## src/design/imu_field_pkg.sv

```systemverilog
// Constants, state codes and mode codes shared by the datagram field formatter.
// Assumes one 20 MHz clock and an active-low asynchronous reset everywhere.
package imu_field_pkg;
    // ********************************************
    // Widths and counts
    // ********************************************
    localparam int DATA_W = 24;
    localparam int TEMP_W = 16;
    localparam int BYTE_W = 8;
    localparam int AXES = 6;
    localparam int GYRO_AXES = 3;
    localparam int ACC_AXES = 3;
    localparam int FIFO_DEPTH = 4;
    // ********************************************
    // Timing
    // ********************************************
    localparam int CLOCK_PERIOD_NS = 50;
    localparam int MICROSECOND_NS = 1000;
    localparam int US_CYCLES = MICROSECOND_NS / CLOCK_PERIOD_NS;
    // ********************************************
    // Scaling and reset values
    // ********************************************
    localparam int VEL_SCALE_FRAC = 16;
    localparam int VEL_SCALE_DEFAULT = 2571;
    localparam logic [DATA_W-1:0] FILTERED_ONE = 24'h400000;
    localparam logic [DATA_W-1:0] PULSE_MAX = 24'h7FFFFF;
    localparam logic [DATA_W-1:0] ACCUM_RESET = 24'h000000;
    localparam logic [15:0] COUNT_RESET = 16'h0000;
    // ********************************************
    // Frame layout, bit offsets from the frame LSB
    // ********************************************
    localparam int FRAME_BITS = 296;
    localparam logic [5:0] FRAME_BYTES = 6'h25;
    localparam logic [5:0] TEMP_BYTES = 6'h0C;
    localparam int ACC_POS = 152;
    localparam int PULSE_POS = 128;
    localparam int COUNT_POS = 112;
    // ********************************************
    // Modes and states
    // ********************************************
    typedef enum logic [1:0] {ACC_G = 2'h0, ACC_INC = 2'h1, ACC_INT = 2'h2} accel_unit_t;
    typedef enum logic [1:0] {PULSE_SINCE_0 = 2'h0, PULSE_SINCE_1 = 2'h1, PULSE_FILT = 2'h2} pulse_unit_t;
    typedef enum logic [3:0] {S_IDLE = 4'h1, S_TRIM = 4'h2, S_CONV = 4'h4, S_SEND = 4'h8} fmt_state_t;
endpackage : imu_field_pkg

```

## src/design/byte_fifo.sv

```systemverilog
// Small synchronous FIFO with valid/ready on both sides.
// Assumes both sides run on the same clock; full and empty are exact.
module byte_fifo #(
    parameter int WIDTH = 9,
    parameter int DEPTH = 4
) (
    input wire logic i_clock,
    input wire logic i_nrst,
    input wire logic i_valid,
    output logic o_ready,
    input wire logic [WIDTH-1:0] i_data,
    output logic o_valid,
    input wire logic i_ready,
    output logic [WIDTH-1:0] o_data
);
    localparam int PTR_W = $clog2(DEPTH);
    localparam int CNT_W = $clog2(DEPTH + 1);
    logic [WIDTH-1:0] mem [DEPTH];
    logic [PTR_W-1:0] wr_ptr;
    logic [PTR_W-1:0] rd_ptr;
    logic [CNT_W-1:0] count;
    logic push;
    logic pop;

    // Honest flags: full stalls the writer, empty hides stale data.
    assign o_ready = (count != CNT_W'(DEPTH));
    assign o_valid = (count != '0);
    assign o_data = mem[rd_ptr];
    assign push = i_valid && o_ready;
    assign pop = o_valid && i_ready;

    // Storage needs no reset; only entries below count are ever read.
    always_ff @(posedge i_clock) begin
        if (push) begin
            mem[wr_ptr] <= i_data;
        end
    end

    // Pointers wrap at DEPTH, which need not be a power of two.
    always_ff @(posedge i_clock or negedge i_nrst) begin
        if (!i_nrst) begin
            wr_ptr <= '0;
            rd_ptr <= '0;
            count <= '0;
        end else begin
            if (push) begin
                wr_ptr <= (wr_ptr == PTR_W'(DEPTH - 1)) ? '0 : wr_ptr + 1'b1;
            end
            if (pop) begin
                rd_ptr <= (rd_ptr == PTR_W'(DEPTH - 1)) ? '0 : rd_ptr + 1'b1;
            end
            count <= count + CNT_W'(push) - CNT_W'(pop);
        end
    end
endmodule : byte_fifo

```

## src/design/axis_bias_trim.sv

```systemverilog
// Per-axis bias correction store and post-compensation adder.
// Assumes the caller gates i_load with the adjustment modes.
module axis_bias_trim #(
    parameter int AXES = 6,
    parameter int DATA_W = 24
) (
    input wire logic i_clock,
    input wire logic i_nrst,
    input wire logic i_load,
    input wire logic [$clog2(AXES)-1:0] i_axis,
    input wire logic [DATA_W-1:0] i_value,
    input wire logic i_capture,
    input wire logic [AXES*DATA_W-1:0] i_data,
    output logic [AXES*DATA_W-1:0] o_data,
    output logic [AXES*DATA_W-1:0] o_bias
);
    for (genvar k = 0; k < AXES; k++) begin : g_axis
        logic [DATA_W-1:0] axis_bias_correction;

        // Each axis owns its correction; a load touches one axis only.
        always_ff @(posedge i_clock or negedge i_nrst) begin
            if (!i_nrst) begin
                axis_bias_correction <= '0;
            end else if (i_load && (i_axis == ($clog2(AXES))'(k))) begin
                axis_bias_correction <= i_value;
            end
        end

        // Added in sensor units, ahead of any velocity conversion.
        always_ff @(posedge i_clock or negedge i_nrst) begin
            if (!i_nrst) begin
                o_data[k*DATA_W +: DATA_W] <= '0;
            end else if (i_capture) begin
                o_data[k*DATA_W +: DATA_W] <= i_data[k*DATA_W +: DATA_W] + axis_bias_correction;
            end
        end

        assign o_bias[k*DATA_W +: DATA_W] = axis_bias_correction;
    end
endmodule : axis_bias_trim

```

## src/design/imu_datagram_field_formatter.sv

```systemverilog
// Forms the measurement fields of one output datagram and streams them as bytes.
// Assumes the sample engine supplies compensated data, temperatures and latency
// on the same clock, and that the pulse pin is asynchronous.
module imu_datagram_field_formatter #(
    parameter int DATA_W = imu_field_pkg::DATA_W,
    parameter int TEMP_W = imu_field_pkg::TEMP_W,
    parameter int AXES = imu_field_pkg::AXES,
    parameter int FIFO_DEPTH = imu_field_pkg::FIFO_DEPTH,
    parameter int VEL_SCALE = imu_field_pkg::VEL_SCALE_DEFAULT
) (
    input wire logic i_clock,
    input wire logic i_nrst,
    input wire logic i_sample_valid,
    output logic o_sample_ready,
    input wire logic [AXES*DATA_W-1:0] i_comp_data,
    input wire logic [AXES*TEMP_W-1:0] i_temp,
    input wire logic [15:0] i_latency,
    input wire logic [1:0] i_accel_unit,
    input wire logic [1:0] i_pulse_unit,
    input wire logic i_with_temp,
    input wire logic i_count_two_bytes,
    input wire logic i_pps_pin,
    input wire logic [DATA_W-1:0] i_pps_filtered,
    input wire logic i_trim_mode,
    input wire logic i_service_mode,
    input wire logic i_bias_load,
    input wire logic [$clog2(AXES)-1:0] i_bias_axis,
    input wire logic [DATA_W-1:0] i_bias_value,
    output logic [7:0] o_byte,
    output logic o_byte_last,
    output logic o_byte_valid,
    input wire logic i_byte_ready
);
    localparam int GA = imu_field_pkg::GYRO_AXES;
    localparam int NA = imu_field_pkg::ACC_AXES;
    localparam int FB = imu_field_pkg::FRAME_BITS;
    localparam int FR = imu_field_pkg::VEL_SCALE_FRAC;
    localparam int UW = $clog2(imu_field_pkg::US_CYCLES);

    imu_field_pkg::fmt_state_t state;
    logic accept;
    logic [AXES*DATA_W-1:0] trimmed;
    logic [AXES*DATA_W-1:0] bias_now;
    logic [DATA_W-1:0] accel_field [NA];
    logic [DATA_W-1:0] vel_accum [NA];
    logic [DATA_W-1:0] inc_vel [NA];
    logic [AXES*TEMP_W-1:0] temp_hold;
    logic [15:0] latency_hold;
    logic [15:0] sample_count;
    logic [15:0] count_hold;
    logic [DATA_W-1:0] pulse_hold;
    logic pps_meta;
    logic pps_sync;
    logic pps_prev;
    logic pulse_restart;
    logic [UW-1:0] us_div;
    logic [DATA_W-1:0] pulse_timer;
    logic [FB-1:0] shift;
    logic [5:0] left;
    logic fifo_in_ready;
    logic fifo_in_valid;
    logic fifo_out_valid;
    logic fifo_out_ready;
    logic [8:0] fifo_out_data;
    logic push;

    // Filtered value is kept inside [0, 1] whatever the filter delivers.
    function automatic logic [DATA_W-1:0] clamp_unit(input logic [DATA_W-1:0] v);
        if (v[DATA_W-1]) begin
            return '0;
        end else if (v > imu_field_pkg::FILTERED_ONE) begin
            return imu_field_pkg::FILTERED_ONE;
        end
        return v;
    endfunction : clamp_unit

    // ********************************************
    // Sample intake and bias correction
    // ********************************************
    assign accept = i_sample_valid && o_sample_ready;

    axis_bias_trim #(
        .AXES(AXES),
        .DATA_W(DATA_W)
    ) u_trim (
        .i_clock(i_clock),
        .i_nrst(i_nrst),
        .i_load(i_bias_load && (i_trim_mode || i_service_mode)),
        .i_axis(i_bias_axis),
        .i_value(i_bias_value),
        .i_capture(accept),
        .i_data(i_comp_data),
        .o_data(trimmed),
        .o_bias(bias_now)
    );

    // Side fields are frozen at intake so the frame is one consistent sample.
    always_ff @(posedge i_clock or negedge i_nrst) begin
        if (!i_nrst) begin
            temp_hold <= '0;
            latency_hold <= '0;
            count_hold <= imu_field_pkg::COUNT_RESET;
            sample_count <= imu_field_pkg::COUNT_RESET;
            pulse_hold <= '0;
        end else if (accept) begin
            temp_hold <= i_temp;
            latency_hold <= i_latency;
            count_hold <= sample_count;
            sample_count <= sample_count + 16'h0001;
            pulse_hold <= (i_pulse_unit == imu_field_pkg::PULSE_FILT) ?
                clamp_unit(i_pps_filtered) : pulse_timer;
        end
    end

    // ********************************************
    // Pulse pin timing
    // ********************************************
    // The pin is asynchronous, so only the second and third stages are looked at.
    always_ff @(posedge i_clock or negedge i_nrst) begin
        if (!i_nrst) begin
            pps_meta <= 1'b0;
            pps_sync <= 1'b0;
            pps_prev <= 1'b0;
        end else begin
            pps_meta <= i_pps_pin;
            pps_sync <= pps_meta;
            pps_prev <= pps_sync;
        end
    end

    // Restart when the pin arrives at the watched level.
    assign pulse_restart = (pps_sync != pps_prev) &&
        (pps_sync == (i_pulse_unit == imu_field_pkg::PULSE_SINCE_1));

    // Microsecond count; it holds at the top rather than turning negative.
    always_ff @(posedge i_clock or negedge i_nrst) begin
        if (!i_nrst) begin
            us_div <= '0;
            pulse_timer <= '0;
        end else if (pulse_restart) begin
            us_div <= '0;
            pulse_timer <= '0;
        end else if (us_div == UW'(imu_field_pkg::US_CYCLES - 1)) begin
            us_div <= '0;
            if (pulse_timer != imu_field_pkg::PULSE_MAX) begin
                pulse_timer <= pulse_timer + 24'h000001;
            end
        end else begin
            us_div <= us_div + 1'b1;
        end
    end

    // ********************************************
    // Velocity conversion and integration
    // ********************************************
    for (genvar k = 0; k < NA; k++) begin : g_acc
        logic signed [DATA_W+16:0] prod;

        // The correction is already in g here, so it scales with the data.
        assign prod = $signed(trimmed[(GA+k)*DATA_W +: DATA_W]) * $signed(17'(VEL_SCALE));
        assign inc_vel[k] = prod[FR +: DATA_W];

        // Integration runs every sample in every mode, from reset onward.
        always_ff @(posedge i_clock or negedge i_nrst) begin
            if (!i_nrst) begin
                vel_accum[k] <= imu_field_pkg::ACCUM_RESET;
                accel_field[k] <= '0;
            end else if (state == imu_field_pkg::S_TRIM) begin
                vel_accum[k] <= vel_accum[k] + inc_vel[k];
                unique case (i_accel_unit)
                    imu_field_pkg::ACC_INC: accel_field[k] <= inc_vel[k];
                    imu_field_pkg::ACC_INT: accel_field[k] <= vel_accum[k] + inc_vel[k];
                    default: accel_field[k] <= trimmed[(GA+k)*DATA_W +: DATA_W];
                endcase
            end
        end
    end

    // ********************************************
    // Frame sequencing
    // ********************************************
    assign fifo_in_valid = (state == imu_field_pkg::S_SEND);
    assign push = fifo_in_valid && fifo_in_ready;

    // Sequence: intake, convert, pack, then bytes until the last is queued.
    always_ff @(posedge i_clock or negedge i_nrst) begin
        if (!i_nrst) begin
            state <= imu_field_pkg::S_IDLE;
            o_sample_ready <= 1'b1;
        end else begin
            unique case (state)
                imu_field_pkg::S_IDLE: begin
                    if (accept) begin
                        state <= imu_field_pkg::S_TRIM;
                        o_sample_ready <= 1'b0;
                    end
                end
                imu_field_pkg::S_TRIM: state <= imu_field_pkg::S_CONV;
                imu_field_pkg::S_CONV: state <= imu_field_pkg::S_SEND;
                imu_field_pkg::S_SEND: begin
                    if (push && (left == 6'h01)) begin
                        state <= imu_field_pkg::S_IDLE;
                        o_sample_ready <= 1'b1;
                    end
                end
            endcase
        end
    end

    // Temperatures sit last so dropping them only shortens the frame.
    always_ff @(posedge i_clock or negedge i_nrst) begin
        if (!i_nrst) begin
            shift <= '0;
            left <= '0;
        end else if (state == imu_field_pkg::S_CONV) begin
            if (i_count_two_bytes) begin
                shift <= {trimmed[GA*DATA_W-1:0], accel_field[0], accel_field[1], accel_field[2],
                    pulse_hold, count_hold, latency_hold, temp_hold};
            end else begin
                shift <= {trimmed[GA*DATA_W-1:0], accel_field[0], accel_field[1], accel_field[2],
                    pulse_hold, count_hold[7:0], latency_hold, temp_hold, 8'h00};
            end
            left <= imu_field_pkg::FRAME_BYTES - (i_count_two_bytes ? 6'h00 : 6'h01) -
                (i_with_temp ? 6'h00 : imu_field_pkg::TEMP_BYTES);
        end else if (push) begin
            shift <= {shift[FB-9:0], 8'h00};
            left <= left - 6'h01;
        end
    end

    // ********************************************
    // Output buffer and register
    // ********************************************
    // The FIFO absorbs host stalls; a full FIFO holds the sequencer in S_SEND.
    byte_fifo #(
        .WIDTH(9),
        .DEPTH(FIFO_DEPTH)
    ) u_fifo (
        .i_clock(i_clock),
        .i_nrst(i_nrst),
        .i_valid(fifo_in_valid),
        .o_ready(fifo_in_ready),
        .i_data({left == 6'h01, shift[FB-1 -: 8]}),
        .o_valid(fifo_out_valid),
        .i_ready(fifo_out_ready),
        .o_data(fifo_out_data)
    );

    assign fifo_out_ready = !o_byte_valid || i_byte_ready;

    // Registered output stage so every port comes from a flip-flop.
    always_ff @(posedge i_clock or negedge i_nrst) begin
        if (!i_nrst) begin
            o_byte <= 8'h00;
            o_byte_last <= 1'b0;
            o_byte_valid <= 1'b0;
        end else if (fifo_out_ready) begin
            o_byte_valid <= fifo_out_valid;
            o_byte <= fifo_out_data[7:0];
            o_byte_last <= fifo_out_data[8];
        end
    end
endmodule : imu_datagram_field_formatter

```

## config.mk

```make
export PLATFORM = sky130hd
export DESIGN_NAME = imu_datagram_field_formatter
export DESIGN_NICKNAME = d
export VERILOG_FILES = /design/src/design/imu_field_pkg.sv /design/src/design/byte_fifo.sv /design/src/design/axis_bias_trim.sv /design/src/design/imu_datagram_field_formatter.sv
export SDC_FILE = /design/constraint.sdc
export NUM_CORES = 2
export LEC_CHECK = 0
export BUFFER_PORTS_ARGS = -buffer_cell sky130_fd_sc_hd__buf_2
export CAP_MARGIN = 20
export CORE_ASPECT_RATIO = 0.7
export CORE_MARGIN = 1.5
export CORE_UTILIZATION = 50
export DETAILED_ROUTE_END_ITERATION = 10
export PLACE_DENSITY = 0.65
export SYNTH_ARGS = -nofsm -noshare
export SYNTH_HDL_FRONTEND = slang
export SYNTH_HIERARCHICAL = 1
export SYNTH_SLANG_ARGS = --single-unit
```

## constraint.sdc

```tcl
create_clock -name i_clock -period 18.7 [get_ports i_clock]
set_input_delay 2.805 -clock i_clock [delete_from_list [all_inputs] [get_ports i_clock]]
set_output_delay 2.805 -clock i_clock [all_outputs]
set_load 0.01 [all_outputs]
```

### After elaboration in Yosys (flattened, before gate mapping)

Memory sizes are Yosys's and may differ from the RTL's. A register that Yosys moved wholly into a read port is not among the register bits.
Index checks and enable logic that the tools add are counted.

* flip-flop bits (word level): 947
* RAM bits: 36
* input bits: 321
* output and inout bits: 11
* logic and storage cells: 140
* memories: 1

Memories
* u_fifo.mem: words 4, bits a word 9, rd ports 1, clocked after memory_dff 1, wr ports 1, RTL line byte_fifo.sv:18 `logic [WIDTH-1:0] mem [DEPTH];`

* add/subtract/negate cells: 19
* multipliers: 3
* $lt $le $gt $ge: 1
* equality and inequality tests: 23
* muxes and demuxes: 32
* reductions and logical operators: 25

Operators with widths (number)
* 2-to-1 mux 296 bit: 2
* adder 24 bit: 9
* 2-to-1 mux 24 bit: 7
* case mux 24 bit (2 select lines): 3
* 2-to-1 mux 128 bit: 1
* multiplier 24 x 13 -> 37 bit (second input constant): 3
* adder 24 x 1 -> 24 bit (second input constant): 1
* > comparator 24 x 23 -> 1 bit (second input constant): 1
* inequality test 24 x 23 -> 1 bit (second input constant): 1
* adder 16 x 1 -> 16 bit (second input constant): 1
* case mux 4 bit (4 select lines): 1
* logical AND 1 bit: 12
* 2-to-1 mux 4 bit: 3
* 2-to-1 mux 6 bit: 2
* 2-to-1 mux 5 bit: 2
* == test 2 bit (second input constant): 4
* 2-to-1 mux 1 bit: 8
* nonzero test 2 bit: 4
* == test 3 x 2 -> 1 bit (second input constant): 2
* == test 3 bit (second input constant): 2
* == test 6 x 1 -> 1 bit (second input constant): 1
* subtractor 6 x 1 -> 6 bit (first input constant): 1
* subtractor 6 x 1 -> 6 bit (second input constant): 1
* subtractor 6 x 4 -> 6 bit: 1
* 23 further kinds: 30

### Depth between registers and ports, before layout

* depth in word-level cells: 6
* mapped depth: 29

### Hierarchy

Netlist, hierarchy kept.

Modules (own cells, without submodules)
* imu_datagram_field_formatter: instances 1, cells an instance 5000, area an instance 44624.0 µm²
* axis_bias_trim: instances 1, cells an instance 1554, area an instance 17274.1 µm²
* byte_fifo: instances 1, cells an instance 91, area an instance 1785.5 µm²

### Least setup slack after synthesis

No wires, ideal clock.

* path type: reg-to-reg
* start point: register u_trim.o_data[95]
* end point: register accel_field[71] (netlist name)
* library setup time: 0.086 ns
* data arrival time: 6.461 ns
* data required time: 18.614 ns
* path slack: 12.153 ns
* cell stages (with the launch flop): 27
* buffers on the path: 0
* path through: dfrtp_1 -> ha_1 -> ha_1 -> xor2_1 -> ha_1 -> inv_1 -> fa_1 -> fa_1 -> inv_1 -> ha_1 -> and3_1 -> a311oi_2 -> o21ai_1 -> a211o_1 -> a31o_4 -> a21oi_1 -> xnor2_1 -> ha_1 -> and3_1 -> a31oi_1 -> o21ai_0 -> a311oi_1 -> nor2_1 -> o41ai_2 -> o21a_1 -> xor3_1 -> o221ai_2

* longest elaborated chain between the ends: 3

Ends and longest elaborated chain
* start: declaration: RTL line axis_bias_trim.sv:14 `output logic [AXES*DATA_W-1:0] o_data,`
* start signal: indexed assignment: RTL line axis_bias_trim.sv:34 `o_data[k*DATA_W +: DATA_W] <= i_data[k*DATA_W +: DATA_W] + axis_bias_correction;`
* multiplier 24 x 13 -> 37 bit: RTL line imu_datagram_field_formatter.sv:160 `assign prod = $signed(trimmed[(GA+k)*DATA_W +: DATA_W]) * $signed(17'(VEL_SCALE));`
* adder 24 bit: RTL line imu_datagram_field_formatter.sv:172 `imu_field_pkg::ACC_INT: accel_field[k] <= vel_accum[k] + inc_vel[k];`
* case mux 24 bit (2 select lines) *: RTL line imu_datagram_field_formatter.sv:170 `unique case (i_accel_unit)`
* end signal: indexed assignment: RTL line imu_datagram_field_formatter.sv:171 `imu_field_pkg::ACC_INC: accel_field[k] <= inc_vel[k];`
* end signal: indexed assignment: RTL line imu_datagram_field_formatter.sv:172
* end signal: indexed assignment: RTL line imu_datagram_field_formatter.sv:173 `default: accel_field[k] <= trimmed[(GA+k)*DATA_W +: DATA_W];`
* end: declaration: RTL line imu_datagram_field_formatter.sv:44 `logic [DATA_W-1:0] accel_field [NA];`

Every way passes the cells marked *; elsewhere a longest branch is shown, timed or not.
A chain may end at the register's enable or synchronous reset.

### Worst setup path in the final report

* start point: register u_trim.o_data[109]
* end point: register vel_accum[47] (netlist name)

* longest elaborated chain between the ends: 2

Ends and longest elaborated chain
* multiplier 24 x 13 -> 37 bit: RTL line imu_datagram_field_formatter.sv:160
* adder 24 bit: RTL line imu_datagram_field_formatter.sv:169 `vel_accum[k] <= vel_accum[k] + inc_vel[k];`
* end signal: indexed assignment: RTL line imu_datagram_field_formatter.sv:166 `vel_accum[k] <= imu_field_pkg::ACCUM_RESET;`
* end signal: indexed assignment: RTL line imu_datagram_field_formatter.sv:169
* end: declaration: RTL line imu_datagram_field_formatter.sv:45 `logic [DATA_W-1:0] vel_accum [NA];`

Every way passes these cells.

==> results.toml <==
[clock_network]
ctsResizeCount = 0
cts.clk_slew.worst_paths_ns = 0.07
clk_latency_ns = 0.74
cts-hold-fix-buffers = 0
cts_made_buffers = 102
root_buffer = "clkbuf_16"
cts_setup_buffers = 0
cts_tree = "yes"
ctsLongestPathBuffers = 3
cts_sinks = 992
htreeDepth = 3

[routing]
vias_per_cell = 5.80
drt_iter0_markers = 4369
vias = 49700
dr.pass1.iters = 6
finalWirelength_um = 179000
routedWlPerCell_um = 20.8
drtAntennaViolNets = 0
drc = 0

[synthesis]
avgSynthCellArea_um2 = 9.58
synth_nets = 7743
netlist_area_mm2 = 0.0637
ys_seq_area_share_pct = 39.3
synthTopCellsByArea = "dfrtp_1 (37%), ha_1 (11%), nand2_1 (7.6%), fa_1 (6.1%), mux2_2 (5.1%)"
yosysTopAreaCell = "dfrtp_1"
ys.flop_type = "dfrtp_1"
synth_top_area_share_pct = 37.5
synth-seq-cells = 992
ys_warn_count = 6
synth-edff-count = 36
syn_inst = 6645
synth.distinct_cells = 105
synthArstFlopShare_pct = 96.4

[critical_path]
critical_path.endpoint_type = "flip-flop"
start_kind = "flip-flop"
worst-setup-path-type = "reg -> reg"
crit_start = "u_trim/o_data[109]"
r2r_end = "vel_accum[47]"
reg2reg_from = "u_trim/o_data[109]"
required_ns = 19.27
cp.arrival_ns = 8.05
reg2reg_depth = 27
crit_path_max_fanout = 5
rrSetupSlack_ns = 11.22

[timing]
max-slew-margin-rel_pct = 24.2
clock.fmax_mhz = 134
tightest_slew_ns = 1.14
fin_crit_sh_pct = 40.0
hold_violations = 0
fin_crit_ns = 7.48
slew_viol_final = 0
setup_viol = 0
skew_ns = 0.0608
rsz0062_at_grt = "false"
fin_tns_setup_ns = 0

[grt]
grt_max_degree = 231
first_global_vias = 47500
antenna_found_initial = 37
grt_usage_pct = 27.4
grt_pass1_wl_um = 280000
grt_remaining_overflow = 0

[job]
cap_violations = 0

[place]
hpwl_um = 128000
gp_congestion = 0.935
io_buffers = 331

[floorplan]
core_mm2 = 0.126
num_rows = 109
ios = 332
initial_core_util_pct = 50.4
die_h_um = 302
die-width_um = 430
dieArea_mm2 = 0.130

[run_status]
status = "finished clean"

[worst_hold_path]
min_path_cells = 0
min_to = "pps_sync"
hp-class = "reg -> reg"
min_from = "pps_meta"

[finish]
fin_nets = 7906
drive_gt1_share_pct = 13.7
synthToLayoutAreaGrowth_pct = 10.2
metal layers:
layer / part of all wire (%) / GRT usage, % / wire length (µm)
met1: 49 / 42.6 / 87000
met5: 0.043 / 0 / 77
met2: 42 / 39.1 / 74900
met4: 2.4 / 6.81 / 4260
met3: 7.0 / 4.81 / 12400
cells in the final DEF, fill, tap and decap left out, types with 35 or more instances in the layout:
cell type and instances:
a211oi_1 150, a21o_1 123, a21oi_1 276, a221oi_1 70, a31oi_1 315, and3_1 35
buf_2 329, buf_4 41, clkbuf_16 102, dfrtp_1 954, edfxtp_1 36, fa_1 193
ha_1 582, inv_1 363, mux2_2 290, nand2_1 1289, nand3_1 96, nor2_1 396
nor2b_1 143, nor3_1 36, o21ai_0 216, xnor2_1 192, xor2_1 92
synth_stat cells, types with 24 or more instances:
cell type,n
nand2_1,1291
dfrtp_1,954
ha_1,584
nor2_1,398
inv_1,366
a31oi_1,315
clkbuf_1,300
mux2_2,290
a21oi_1,276
o21ai_0,217
fa_1,193
xnor2_1,192
a211oi_1,151
nor2b_1,143
a21o_1,123
nand3_1,96
xor2_1,92
a221oi_1,70
nor3_1,37
edfxtp_1,36
and3_1,35
o21a_1,33
nand4_1,31
o21bai_1,30
o21ai_1,24
worst max-delay path by stage:
stage / to / slack (ns) / cells past startpoint
after CTS: accel_field[71] / 11.30 / 26
after detailed placement: accel_field[71] / 11.31 / 26
after global routing: vel_accum[71] / 10.86 / 26
after global placement: vel_accum[71] / 11.38 / 26
final: vel_accum[47] / 11.22 / 27
after floorplan: accel_field[71] / 12.15 / 26
area by class of cell:
cell class / count / area (µm²)
fillers: 11300 / 56100
multi-input cells: 4966 / 36100
flip-flops and latches: 992 / 25000
clock buffers: 145 / 2950
repair buffers: 380 / 2150
well taps: 1665 / 2080
inverters: 366 / 1380
clock inverters: 48 / 487
diodes: 14 / 35.0
logic make-up (layout without fill, tap and decap cells):
kind of cell               Yosys count  in the layout  synth area share (%)
AOI/OAI and AO/OA                 1419           1419                  14.8
xor gates and xnor gates           287            287                  4.00
adders and majority gates          777            777                  17.5
buffers and inverters              687            939                  4.12
DFF                                992            992                  39.3
muxes                              310            310                  5.63
other                                0             14                     0
and+or+nand+nor                   2173           2173                  14.6
sequential cells by signal, indices dropped and copies added (netlist names), 4 cells and up:
signal / flops
o_byte: 8
pulse_timer: 24
pulse_hold: 24
us_div: 5
latency_hold: 16
accel_field: 72
vel_accum: 72
temp_hold: 96
shift: 296
count_hold: 16
u_trim/o_data: 144
left: 6
u_trim/g_axis.axis_bias_correction: 144
sample_count: 16
state: 4
u_fifo/mem: 36
through the flow:
| stage | area (µm²) | util, % | std cells | setup WS (ns) | hold slack (ns) |
|---|---|---|---|---|---|
| after global routing | 70200 | 55.6 | 8571 | 10.86 | 0.353 |
| after detailed placement | 66700 | 52.8 | 8366 | 11.31 | 0.337 |
| final | 70200 | 55.6 | 8576 | 11.22 | 0.349 |
| after floorplan | 63700 | - | 6645 | 12.15 | 0.331 |
| after CTS | 70100 | 55.5 | 8559 | 11.30 | 0.351 |
| after global placement | 66700 | 52.8 | 8366 | 11.38 | 0.333 |
critical path, stage by stage (launching register included):
cell and delay [ns]:
dfrtp_1 0.49, ha_1 0.36, fa_1 0.45, ha_1 0.34, fa_1 0.55, inv_1 0.05
fa_1 0.47, inv_1 0.04, ha_1 0.30, o21ai_0 0.08, o21ai_0 0.15, a211oi_1 0.34
a21oi_1 0.19, o21ai_1 0.38, o21ai_0 0.21, a221oi_1 0.32, xnor2_1 0.19, ha_1 0.31
a21oi_1 0.17, nor3b_1 0.29, and2_1 0.18, o211ai_1 0.17, a221oi_2 0.39, o2111ai_1 0.18
a21oi_1 0.21, xnor2_1 0.15, xnor2_1 0.19, o21ai_0 0.14
Power is not shown: default switching activity piles up to over one toggle a cycle in this logic, so the estimate is an artifact.
